===== src/core/psq_pkg.sv =====
// shared constants and types of the power sequencer state control
package psq_pkg;
	localparam int NUM_CH = 12;
	localparam int CNT_W = 5;
	localparam logic [3:0] LAST_SLOT = 4'hf;
	localparam real CLK_MHZ = 200.0;
	localparam real BIST_TIME_MS = 12.5;
	localparam real STARTUP_MS = 50.0;
	localparam real FREQ_WIN_MS = 1.0;
	localparam real SLOT_TIME_US = 1.0;
	localparam real XTAL_KHZ = 32.768;
	localparam real TOL_PCT = 10.0;
	localparam int BIST_CYC = int'($floor(BIST_TIME_MS * 1000.0 * CLK_MHZ));
	localparam int STARTUP_CYC = int'($floor(STARTUP_MS * 1000.0 * CLK_MHZ));
	localparam int WIN_CYC = int'($floor(FREQ_WIN_MS * 1000.0 * CLK_MHZ));
	localparam int SLOT_CYC = int'($ceil(SLOT_TIME_US * CLK_MHZ));
	localparam real EDGES_NOM = XTAL_KHZ * FREQ_WIN_MS;
	localparam int EDGE_LO = int'($floor(EDGES_NOM * (100.0 - TOL_PCT) / 100.0));
	localparam int EDGE_HI = int'($ceil(EDGES_NOM * (100.0 + TOL_PCT) / 100.0));
	localparam int DATA_W = 8;
	localparam int CW_W = 13;
	localparam int CFG_WORDS = NUM_CH + 1;
	localparam logic [3:0] GLB_ADDR = 4'hc;
	localparam logic [7:0] GLB_RST_VAL = 8'h31;
	localparam logic [7:0] CH_RST_VAL = 8'h20;

	typedef enum logic [3:0] {
		ST_OFF, ST_SELFTEST, ST_LOAD, ST_SHDN_IDLE, ST_SEQ_UP, ST_ACTIVE,
		ST_SLEEP, ST_SEQ_DOWN, ST_EMERG, ST_BACKUP, ST_FAILSAFE
	} psq_state_t;

	typedef struct packed {
		logic [1:0] spare;
		logic en;
		logic sleep_grp;
		logic [3:0] slot;
	} psq_chan_cfg_t;

	typedef struct packed {
		logic [3:0] reset_release_delay;
		logic [1:0] spare;
		logic shdn_test;
		logic por_test;
	} psq_glb_cfg_t;

	typedef struct packed {
		logic valid;
		logic [3:0] addr;
		logic [7:0] data;
	} psq_cfg_wr_t;

	typedef struct packed {
		logic ded;
		logic sec;
		logic fail;
		logic ran;
	} psq_st_res_t;
endpackage : psq_pkg


===== src/core/psq_secded.sv =====
// single-error-correct double-error-detect decoder for otp words
`timescale 1ns/100ps
`default_nettype none
module psq_secded (
	input wire logic [12:0] cw,
	output logic [7:0] data,
	output logic sec,
	output logic ded
);
	logic [3:0] syn;
	logic par;
	logic [12:0] fix;

	// bits 0..11 hold hamming positions 1..12, bit 12 the overall parity
	always_comb begin
		syn = 4'h0;
		par = ^cw;
		fix = cw;
		for (int p = 1; p <= 12; p++) begin
			if (cw[p - 1])
				syn = syn ^ 4'(p);
		end
		ded = ((syn != 4'h0) && !par) || (syn > 4'hc);
		sec = par && !ded;
		if (par && (syn != 4'h0) && (syn <= 4'hc))
			fix[syn - 4'h1] = !cw[syn - 4'h1];
		data = {fix[11:8], fix[6:4], fix[2]};
	end
endmodule : psq_secded
`default_nettype wire


===== src/core/psq_clk_mon.sv =====
// slow clock frequency monitor over a fixed window of system cycles
`timescale 1ns/100ps
`default_nettype none
module psq_clk_mon #(
	parameter int WIN_CYCLES = psq_pkg::WIN_CYC,
	parameter int EDGE_LO = psq_pkg::EDGE_LO,
	parameter int EDGE_HI = psq_pkg::EDGE_HI
) (
	input wire logic sys_clk,
	input wire logic resetn,
	input wire logic enable,
	input wire logic slow_edge,
	output logic fault
);
	logic [31:0] win_r, win_nxt;
	logic [7:0] edg_r, edg_nxt;
	logic [8:0] tot;
	logic win_end, fault_nxt;

	always_comb begin
		tot = {1'b0, edg_r} + {8'h00, slow_edge};
		win_end = enable && (win_r == 32'(WIN_CYCLES - 1));
		win_nxt = win_end ? 32'h0 : win_r + 32'h1;
		edg_nxt = win_end ? 8'h00 : (tot[8] ? 8'hff : tot[7:0]);
		fault_nxt = win_end && ((tot < 9'(EDGE_LO)) || (tot > 9'(EDGE_HI)));
		if (!enable) begin
			win_nxt = 32'h0;
			edg_nxt = 8'h00;
		end
	end

	always_ff @(posedge sys_clk) begin
		if (!resetn) begin
			win_r <= 32'h0;
			edg_r <= 8'h00;
			fault <= 1'b0;
		end else begin
			win_r <= win_nxt;
			edg_r <= edg_nxt;
			fault <= fault_nxt;
		end
	end
endmodule : psq_clk_mon
`default_nettype wire


===== src/core/psq_seq_ctrl.sv =====
// state control of the multichannel power sequencer
// How it works
// - power-on self test only when its bit set
// - shutdown-exit test, skipped after software shutdown
// - otp configuration decoded through secded
// - self test: outputs low, inputs and i2c off
// - pass: i2c on, load, go shutdown idle
// - fail or double error: interrupt, fail-safe
// - self test outcome kept in result register
// - slow clock out and rtc from crystal
// - slow clock may start 50ms late
// - interrupt on slow clock off by 10%
// - supply loss: emergency down, backup or off
// - backup only after configuration was loaded
// - backup: rails, clock, reset low, inputs ignored
// - backup: rtc and status run, monitor off
// - backup entry keeps config, clears both keys
// - backup exit keeps config, goes shutdown idle
// - fail-safe: all outputs low, i2c kept
// - fail-safe left only by supply removal
// - channel config writable before active request
// - twelve sequenced output channels
// - reset released programmed delay after last slot (15)
// - emergency down: reset first, then rails low
`timescale 1ns/100ps
`default_nettype none
module psq_seq_ctrl #(
	parameter int NUM_CH = psq_pkg::NUM_CH,
	parameter int BIST_CYCLES = psq_pkg::BIST_CYC,
	parameter int STARTUP_CYCLES = psq_pkg::STARTUP_CYC,
	parameter int WIN_CYCLES = psq_pkg::WIN_CYC,
	parameter int SLOT_CYCLES = psq_pkg::SLOT_CYC
) (
	input wire logic sys_clk,
	input wire logic resetn,
	input wire logic supply_ok,
	input wire logic battery_ok,
	input wire logic xtal_clk_in,
	input wire logic active_request_in,
	input wire logic sleep_request_n,
	input wire logic [1:0] software_shutdown_field,
	input wire logic selftest_fail_in,
	input wire logic [12:0] otp_word,
	output logic [3:0] otp_addr,
	input wire psq_pkg::psq_cfg_wr_t cfg_wr,
	input wire logic key_wr_en,
	input wire logic key_sel,
	input wire logic [7:0] key_data,
	input wire logic fault_clear,
	output logic [NUM_CH-1:0] rail_enable_outputs,
	output logic system_reset_out_n,
	output logic slow_clock_out,
	output logic interrupt_request_n,
	output logic i2c_active,
	output psq_pkg::psq_st_res_t selftest_result,
	output logic [31:0] rtc_time,
	output logic xtal_fault,
	output logic [7:0] protect_key_a,
	output logic [7:0] protect_key_b
);
	psq_pkg::psq_state_t st_r, st_nxt;
	logic [31:0] tmr_r, tmr_nxt;
	logic [4:0] cnt_r, cnt_nxt;
	logic [3:0] ld_r, ld_nxt;
	logic step_r, step_nxt, ph_r, ph_nxt, swd_r, swd_nxt, slp_r, slp_nxt;
	logic tick, pd_req, powered, go_down;
	psq_pkg::psq_chan_cfg_t ch_r [NUM_CH];
	psq_pkg::psq_chan_cfg_t ch_nxt [NUM_CH];
	psq_pkg::psq_glb_cfg_t glb_r, glb_nxt;
	logic [7:0] ka_nxt, kb_nxt;
	logic loaded_r, loaded_nxt;
	psq_pkg::psq_st_res_t res_nxt;
	logic [NUM_CH-1:0] rail_want, rail_nxt;
	logic rst_n_nxt, clk_nxt, irq_n_nxt, i2c_nxt;
	logic xq_r, slow_edge, mon_en, mon_fault, fault_nxt;
	logic [31:0] rtc_nxt, su_r, su_nxt;
	logic su_done_r, su_done_nxt;
	logic [7:0] ecc_data;
	logic ecc_sec, ecc_ded;

	psq_secded u_ecc (
		.cw(otp_word),
		.data(ecc_data),
		.sec(ecc_sec),
		.ded(ecc_ded)
	);

	psq_clk_mon #(
		.WIN_CYCLES(WIN_CYCLES),
		.EDGE_LO(psq_pkg::EDGE_LO),
		.EDGE_HI(psq_pkg::EDGE_HI)
	) u_mon (
		.sys_clk(sys_clk),
		.resetn(resetn),
		.enable(mon_en),
		.slow_edge(slow_edge),
		.fault(mon_fault)
	);

	// control state machine
	always_comb begin
		st_nxt = st_r;
		tmr_nxt = tmr_r;
		cnt_nxt = cnt_r;
		ld_nxt = ld_r;
		step_nxt = step_r;
		ph_nxt = ph_r;
		swd_nxt = swd_r;
		slp_nxt = slp_r;
		tick = (tmr_r == 32'(SLOT_CYCLES - 1));
		pd_req = !active_request_in || (software_shutdown_field != 2'b00);
		powered = !(st_r inside {psq_pkg::ST_OFF, psq_pkg::ST_BACKUP});
		go_down = 1'b0;
		if (powered && !supply_ok && st_r != psq_pkg::ST_EMERG) begin
			st_nxt = psq_pkg::ST_EMERG;
			step_nxt = 1'b0;
		end else begin
			unique case (st_r)
			psq_pkg::ST_OFF: begin
				tmr_nxt = 32'h0;
				ld_nxt = 4'h0;
				ph_nxt = 1'b0;
				if (supply_ok)
					st_nxt = glb_r.por_test ? psq_pkg::ST_SELFTEST :
						psq_pkg::ST_LOAD;
			end
			psq_pkg::ST_SELFTEST: begin
				tmr_nxt = tmr_r + 32'h1;
				if (tmr_r == 32'(BIST_CYCLES - 1)) begin
					tmr_nxt = 32'h0;
					ld_nxt = 4'h0;
					ph_nxt = 1'b0;
					st_nxt = selftest_fail_in ? psq_pkg::ST_FAILSAFE :
						psq_pkg::ST_LOAD;
				end
			end
			psq_pkg::ST_LOAD: begin
				ph_nxt = !ph_r;
				if (ph_r) begin
					if (ecc_ded)
						st_nxt = psq_pkg::ST_FAILSAFE;
					else if (ld_r == psq_pkg::GLB_ADDR)
						st_nxt = psq_pkg::ST_SHDN_IDLE;
					else
						ld_nxt = ld_r + 4'h1;
				end
			end
			psq_pkg::ST_SHDN_IDLE: begin
				tmr_nxt = 32'h0;
				cnt_nxt = 5'h00;
				slp_nxt = 1'b0;
				if (!pd_req)
					st_nxt = psq_pkg::ST_SEQ_UP;
			end
			psq_pkg::ST_SEQ_UP: begin
				tmr_nxt = tick ? 32'h0 : tmr_r + 32'h1;
				if (pd_req)
					go_down = 1'b1;
				else if (tick) begin
					if (cnt_r == 5'(psq_pkg::LAST_SLOT) + 5'(glb_r.reset_release_delay))
						st_nxt = psq_pkg::ST_ACTIVE;
					else
						cnt_nxt = cnt_r + 5'h01;
				end
			end
			psq_pkg::ST_ACTIVE: begin
				if (pd_req)
					go_down = 1'b1;
				else if (!sleep_request_n) begin
					st_nxt = psq_pkg::ST_SLEEP;
					slp_nxt = 1'b1;
				end
			end
			psq_pkg::ST_SLEEP: begin
				if (pd_req)
					go_down = 1'b1;
				else if (sleep_request_n) begin
					st_nxt = psq_pkg::ST_ACTIVE;
					slp_nxt = 1'b0;
				end
			end
			psq_pkg::ST_SEQ_DOWN: begin
				tmr_nxt = tick ? 32'h0 : tmr_r + 32'h1;
				if (tick) begin
					if (cnt_r == 5'h00) begin
						tmr_nxt = 32'h0;
						st_nxt = (glb_r.shdn_test && !swd_r) ?
							psq_pkg::ST_SELFTEST : psq_pkg::ST_SHDN_IDLE;
					end else
						cnt_nxt = cnt_r - 5'h01;
				end
			end
			psq_pkg::ST_EMERG: begin
				step_nxt = 1'b1;
				if (step_r)
					st_nxt = (battery_ok && loaded_r) ? psq_pkg::ST_BACKUP :
						psq_pkg::ST_OFF;
			end
			psq_pkg::ST_BACKUP: begin
				if (supply_ok)
					st_nxt = psq_pkg::ST_SHDN_IDLE;
				else if (!battery_ok)
					st_nxt = psq_pkg::ST_OFF;
			end
			psq_pkg::ST_FAILSAFE: begin
				st_nxt = psq_pkg::ST_FAILSAFE;
			end
			default: st_nxt = psq_pkg::ST_OFF;
			endcase
		end
		if (go_down) begin
			st_nxt = psq_pkg::ST_SEQ_DOWN;
			tmr_nxt = 32'h0;
			swd_nxt = (software_shutdown_field != 2'b00);
			if (cnt_r > 5'(psq_pkg::LAST_SLOT))
				cnt_nxt = 5'(psq_pkg::LAST_SLOT);
			if (st_r != psq_pkg::ST_SEQ_UP)
				cnt_nxt = 5'(psq_pkg::LAST_SLOT);
		end
	end

	always_ff @(posedge sys_clk) begin
		if (!resetn) begin
			st_r <= psq_pkg::ST_OFF;
			tmr_r <= 32'h0;
			cnt_r <= 5'h00;
			ld_r <= 4'h0;
			step_r <= 1'b0;
			ph_r <= 1'b0;
			swd_r <= 1'b0;
			slp_r <= 1'b0;
		end else begin
			st_r <= st_nxt;
			tmr_r <= tmr_nxt;
			cnt_r <= cnt_nxt;
			ld_r <= ld_nxt;
			step_r <= step_nxt;
			ph_r <= ph_nxt;
			swd_r <= swd_nxt;
			slp_r <= slp_nxt;
		end
	end

	// configuration, keys and self test result
	always_comb begin
		ch_nxt = ch_r;
		glb_nxt = glb_r;
		ka_nxt = protect_key_a;
		kb_nxt = protect_key_b;
		loaded_nxt = loaded_r;
		res_nxt = selftest_result;
		if (st_r == psq_pkg::ST_LOAD && ph_r) begin
			res_nxt.sec = selftest_result.sec | ecc_sec;
			res_nxt.ded = selftest_result.ded | ecc_ded;
			if (!ecc_ded) begin
				if (ld_r == psq_pkg::GLB_ADDR)
					glb_nxt = psq_pkg::psq_glb_cfg_t'(ecc_data);
				else
					ch_nxt[ld_r] = psq_pkg::psq_chan_cfg_t'(ecc_data);
			end
		end
		// channel table writes only land while idle, before the active request
		if (cfg_wr.valid && st_r == psq_pkg::ST_SHDN_IDLE) begin
			if (cfg_wr.addr == psq_pkg::GLB_ADDR)
				glb_nxt = psq_pkg::psq_glb_cfg_t'(cfg_wr.data);
			else if (cfg_wr.addr < psq_pkg::GLB_ADDR)
				ch_nxt[cfg_wr.addr] = psq_pkg::psq_chan_cfg_t'(cfg_wr.data);
		end
		if (key_wr_en && i2c_active) begin
			if (key_sel)
				kb_nxt = key_data;
			else
				ka_nxt = key_data;
		end
		if (st_nxt == psq_pkg::ST_SELFTEST && st_r != psq_pkg::ST_SELFTEST)
			res_nxt = '0;
		if (st_r == psq_pkg::ST_SELFTEST && tmr_r == 32'(BIST_CYCLES - 1)) begin
			res_nxt.ran = 1'b1;
			res_nxt.fail = selftest_fail_in;
		end
		if (st_r == psq_pkg::ST_LOAD && st_nxt == psq_pkg::ST_SHDN_IDLE)
			loaded_nxt = 1'b1;
		if (st_nxt == psq_pkg::ST_OFF)
			loaded_nxt = 1'b0;
		if (st_nxt == psq_pkg::ST_BACKUP && st_r != psq_pkg::ST_BACKUP) begin
			ka_nxt = 8'h00;
			kb_nxt = 8'h00;
		end
	end

	always_ff @(posedge sys_clk) begin
		if (!resetn) begin
			for (int i = 0; i < NUM_CH; i++) begin
				ch_r[i] <= psq_pkg::psq_chan_cfg_t'(psq_pkg::CH_RST_VAL | 8'(i + 1));
			end
			glb_r <= psq_pkg::psq_glb_cfg_t'(psq_pkg::GLB_RST_VAL);
			protect_key_a <= 8'h00;
			protect_key_b <= 8'h00;
			loaded_r <= 1'b0;
			selftest_result <= '0;
		end else begin
			ch_r <= ch_nxt;
			glb_r <= glb_nxt;
			protect_key_a <= ka_nxt;
			protect_key_b <= kb_nxt;
			loaded_r <= loaded_nxt;
			selftest_result <= res_nxt;
		end
	end

	// one rail per channel, on from its slot onward
	for (genvar i = 0; i < NUM_CH; i++) begin : g_ch
		assign rail_want[i] = ch_r[i].en && (ch_r[i].slot != 4'h0) &&
			(5'(ch_r[i].slot) <= cnt_r) && !(slp_r && ch_r[i].sleep_grp);
	end

	// pin levels per state
	always_comb begin
		rail_nxt = '0;
		rst_n_nxt = 1'b0;
		clk_nxt = 1'b0;
		irq_n_nxt = !(xtal_fault || selftest_result.fail || selftest_result.ded);
		i2c_nxt = 1'b1;
		unique case (st_r)
		psq_pkg::ST_OFF: begin
			irq_n_nxt = 1'b1;
			i2c_nxt = 1'b0;
		end
		psq_pkg::ST_SELFTEST: begin
			irq_n_nxt = !selftest_fail_in;
			i2c_nxt = 1'b0;
		end
		psq_pkg::ST_LOAD, psq_pkg::ST_SHDN_IDLE: begin
		end
		psq_pkg::ST_SEQ_UP, psq_pkg::ST_ACTIVE, psq_pkg::ST_SLEEP,
		psq_pkg::ST_SEQ_DOWN: begin
			rail_nxt = rail_want;
			rst_n_nxt = (st_r inside {psq_pkg::ST_ACTIVE, psq_pkg::ST_SLEEP});
			clk_nxt = xtal_clk_in;
		end
		psq_pkg::ST_EMERG: begin
			i2c_nxt = 1'b0;
			if (!step_r) begin
				rail_nxt = rail_enable_outputs;
				clk_nxt = slow_clock_out;
				irq_n_nxt = interrupt_request_n;
			end else
				irq_n_nxt = 1'b0;
		end
		psq_pkg::ST_BACKUP: begin
			i2c_nxt = 1'b0;
		end
		psq_pkg::ST_FAILSAFE: begin
			irq_n_nxt = 1'b0;
		end
		default: i2c_nxt = 1'b0;
		endcase
	end

	// crystal edge, rtc, startup wait and fault flag
	always_comb begin
		slow_edge = xtal_clk_in && !xq_r;
		rtc_nxt = (st_r == psq_pkg::ST_OFF) ? rtc_time :
			rtc_time + {31'h0, slow_edge};
		su_nxt = su_r;
		su_done_nxt = su_done_r;
		if (st_r == psq_pkg::ST_OFF) begin
			su_nxt = 32'h0;
			su_done_nxt = 1'b0;
		end else if (!su_done_r) begin
			su_nxt = su_r + 32'h1;
			su_done_nxt = (su_r == 32'(STARTUP_CYCLES - 1));
		end
		mon_en = su_done_r && (st_r inside {psq_pkg::ST_SHDN_IDLE,
			psq_pkg::ST_SEQ_UP, psq_pkg::ST_ACTIVE, psq_pkg::ST_SLEEP,
			psq_pkg::ST_SEQ_DOWN});
		// a fault in the clear cycle is kept
		fault_nxt = mon_fault || (xtal_fault && !fault_clear);
	end

	always_ff @(posedge sys_clk) begin
		if (!resetn) begin
			xq_r <= 1'b0;
			rtc_time <= 32'h0;
			su_r <= 32'h0;
			su_done_r <= 1'b0;
			xtal_fault <= 1'b0;
			rail_enable_outputs <= '0;
			system_reset_out_n <= 1'b0;
			slow_clock_out <= 1'b0;
			interrupt_request_n <= 1'b1;
			i2c_active <= 1'b0;
			otp_addr <= 4'h0;
		end else begin
			xq_r <= xtal_clk_in;
			rtc_time <= rtc_nxt;
			su_r <= su_nxt;
			su_done_r <= su_done_nxt;
			xtal_fault <= fault_nxt;
			rail_enable_outputs <= rail_nxt;
			system_reset_out_n <= rst_n_nxt;
			slow_clock_out <= clk_nxt;
			interrupt_request_n <= irq_n_nxt;
			i2c_active <= i2c_nxt;
			otp_addr <= ld_nxt;
		end
	end
endmodule : psq_seq_ctrl
`default_nettype wire


===== config.mk =====
export PLATFORM = sky130hd
export DESIGN_NAME = psq_seq_ctrl
export DESIGN_NICKNAME = d
export VERILOG_FILES = /design/src/core/psq_pkg.sv /design/src/core/psq_secded.sv /design/src/core/psq_clk_mon.sv /design/src/core/psq_seq_ctrl.sv
export SDC_FILE = /design/constraint.sdc
export NUM_CORES = 1
export LEC_CHECK = 0
export BUFFER_PORTS_ARGS = -buffer_cell sky130_fd_sc_hd__buf_4
export CAP_MARGIN = 40
export CORE_MARGIN = 10
export CORE_UTILIZATION = 51
export CTS_CLUSTER_DIAMETER = 60
export DETAILED_ROUTE_END_ITERATION = 7
export PLACE_DENSITY_LB_ADDON = 0.12
export RECOVER_POWER = 100
export SLEW_MARGIN = 20
export SYNTH_ARGS = -nofsm -noshare
export SYNTH_HDL_FRONTEND = slang
export SYNTH_SLANG_ARGS = --single-unit

===== constraint.sdc =====
create_clock -name sys_clk -period 8.9 [get_ports sys_clk]
set_clock_uncertainty 0.05 [all_clocks]
set_input_delay 1.335 -clock sys_clk [delete_from_list [all_inputs] [get_ports sys_clk]]
set_output_delay 1.335 -clock sys_clk [all_outputs]
set_load 0.01 [all_outputs]

==> results.yml <==
drt:
  ant_nets: 0
  drtPass1Iterations: 7
  wire_per_inst_um: 19.5
  drc: 0
  drt_wl_total_mm: 46.2
  drt_iter0_drc: 1089
  vias_per_cell: 6.10
  vias: 14400
clock_network:
  cts.sinks: 272
  cts_made_buffers: 31
  root_buffer: "clkbuf_16"
  cts_hold_buffers: 0
  cts_max_level: 1
  postCtsResizedCells: 0
  clk_pin_slew_ns: 0.06
  clockBufferDepth: 3
  cts_tree: "built"
  cts_setup_buffers: 0
  clock_latency_ns: 0.58
layout:
  register_area_mm2: 0.00545
  syn_to_final_growth_pct: 12.0
  stdcell_count: 2368
  multiInputGateArea_mm2: 0.00934
  drive_gt1_frac: 0.0703
  n_fill_cell: 2775
  diodes: 0
  finalNetCount: 2071
  finalInstanceArea_mm2: 0.0172
outcome:
  outcome: "finished with violations"
  violations: "max-capacitance violations, max-slew violations"
yosys:
  ys_types: 90
  synth_area_leaders: "dfxtp_1 35%, nor2_1 5.7%, ha_1 5.5%"
  async_flop_share: 0
  synth-main-ff-cell: "dfxtp_1"
  synth_seq_cells: 272
  synth_seq_area_share: 0.354
  netlist_instances: 1878
  synth_area_mm2: 0.0154
  ys_warn_count: 0
  avgSynthCellArea_um2: 8.19
  yosys.area.top_type: "dfxtp_1"
  synth-edff-count: 0
  synth_top_area_frac: 0.354
  syn-num-nets: 1993
job:
  cap_violations: 4
timing:
  whs_ns: 0.392
  max-slew-margin-rel: -0.655
  finalSetupViolations: 0
  hold_viol: 0
  finalCritPeriodShare: 0.641
  rsz0062_at_grt: "false"
  fmax_ghz: 0.175
  slew_violations: 153
  min_period_ns: 5.71
  worst_slew_pin_slew_ns: 2.48
  setup_tns_ns: 0
global_route:
  busiest_layer: "met2"
  antenna_found_initial: 0
  grt_pass1_wl_mm: 74.4
  grtUsageMet2: 0.385
  grt_pass1_vias: 13800
  met3_usage: 0.0430
  grt-ovfl-total: 0
  use_met1: 0.303
  grt_max_degree: 55
  grtUsageTotal: 0.234
die:
  coreArea_mm2: 0.0297
  num_rows: 63
  design.portCount: 120
  fp.dieH_um: 194
  start_util: 0.517
  fp.dieW_um: 194
  dieArea_mm2: 0.0375
critical_path:
  critPathCaptureType: "register"
  cp.arrival_ns: 6.02
  crit_top_cell: "clkbuf_1"
  path_delay_family: "buffers and inverters"
  cpPeakStageDelay_ns: 1.69
  critical_path_required_ns: 9.21
  crit_chain: "clkbuf_1 > inv_1 > clkbuf_1 > nor2_1 > a22oi_1"
  path_max_fanout: 54
  critPathLaunchType: "primary input"
  slowest_stage: "clkbuf_1"
  path_buf_inv: 3
  worstSetupPathType: "primary input to register"
placed_design:
  hpwlAfterDp_mm: 32.5
  io_buffers: 119
  gp_congestion: 0.915
  dpl-instance-area_mm2: 0.0165
  placed_cells: 2310
min_path:
  min_path_type: "register to register"
pwr:
  ir_drop_mv: 0.174
  p_leak_uw: 0.00617
  power_density_mw_per_mm2: 172
  fin_total_pwr_uw: 2970
## stage by stage
step	utilization	setup slack [ns]
3_5_place_dp	0.556	4.00
2_1_floorplan	-	4.72
5_1_grt	0.580	2.77
3_3_place_gp	0.554	3.94
6_report	0.580	3.19
4_1_cts	0.591	4.56
## cell usage in the layout, fill, tap and decap left out, types with 17 or more instances in the layout
cell       instances
nand2_1          128
buf_4             51
or3_1             36
nor2b_1           36
a211oi_1          18
xor2_1            86
nor4_1            17
nand4_1           52
inv_1             44
nor2_1           235
o21a_1            31
xnor2_1           50
o21ai_0          118
a31oi_1           27
nand3_1           75
dfxtp_1          272
clkbuf_16         31
and4_1            17
a21oi_1          135
nor3_1            57
and3_1            44
ha_1              68
mux2i_1           23
clkbuf_1          89
## cells by family after synthesis
group	Yosys count	synth area share
AO/OA/AOI/OAI	459	0.191
XOR/XNOR	145	0.0910
adder cells (fa/ha/maj)	68	0.0553
buffers and inverters	137	0.0360
flip-flops	272	0.354
multiplexers	27	0.0194
AND/OR/NAND/NOR	770	0.253
## metal layers
layer	share of wire	routed length, um
met5	0	0
met4	0.030	1390
met2	0.47	21500
met3	0.069	3180
met1	0.43	20100
## cells in the mapped netlist, types with 4 or more instances
cell type	instances
o211ai_1	16
nor4_1	16
nand3b_1	4
buf_2	10
nor2_1	235
o31ai_1	7
a41oi_1	16
nand2b_1	16
clkbuf_1	73
nand3_1	75
o21ai_1	8
nor3b_1	4
o21a_1	31
o22a_1	5
nor3_1	57
a211oi_1	18
o221a_2	6
o21ai_0	112
nor4b_1	7
nand4_1	52
and3_1	44
a32o_1	4
a211o_1	5
nand2_1	128
a21o_1	9
or4_1	14
ha_1	68
or3_1	36
o22ai_1	7
and4_1	17
inv_1	43
buf_1	4
a31oi_1	28
xnor2_1	50
mux2i_1	23
nor2b_1	36
o311ai_0	6
dfxtp_1	272
and2_1	18
a21oi_1	135
xor2_1	85
## path summary, 6_finish.rpt
path	endpoint	startpoint	slack [ns]	cells past startpoint
min reg2reg	xtal_fault	u_mon.fault	0.39	2
max reg2reg	selftest_result[1]	st_r[1]	4.84	7
max	ch_r[11]	resetn	3.19	5
min	xtal_fault	u_mon.fault	0.39	2
## registers in the layout (all words and copies together) (netlist names), 12 cells and up
signal	count
ch_r	72
rtc_time	32
su_r	32
tmr_r	32
u_mon.win_r	32
rail_enable_outputs	12
## worst min-delay path: stages (launching register included)
cell and delay, ns:
dfxtp_1 0.31, a21oi_1 0.04, nor2_1 0.06
## power breakdown
part           switching (uW)  total, uW  internal, uW
Clock                     514       1290           780
Sequential               11.5       1230          1220
Combinational             309        437           128
## final cells by class
| class | count | share of cell area |
|---|---|---|
| Clock buffer | 46 | 0.0524 |
| Clock inverter | 9 | 0.00734 |
| Inverter | 45 | 0.00988 |
| Multi-Input combinational cell | 1469 | 0.542 |
| Sequential cell | 272 | 0.316 |
| Tap cell | 390 | 0.0283 |
| Timing Repair Buffer | 137 | 0.0436 |
(Power assumes the default switching activity.)
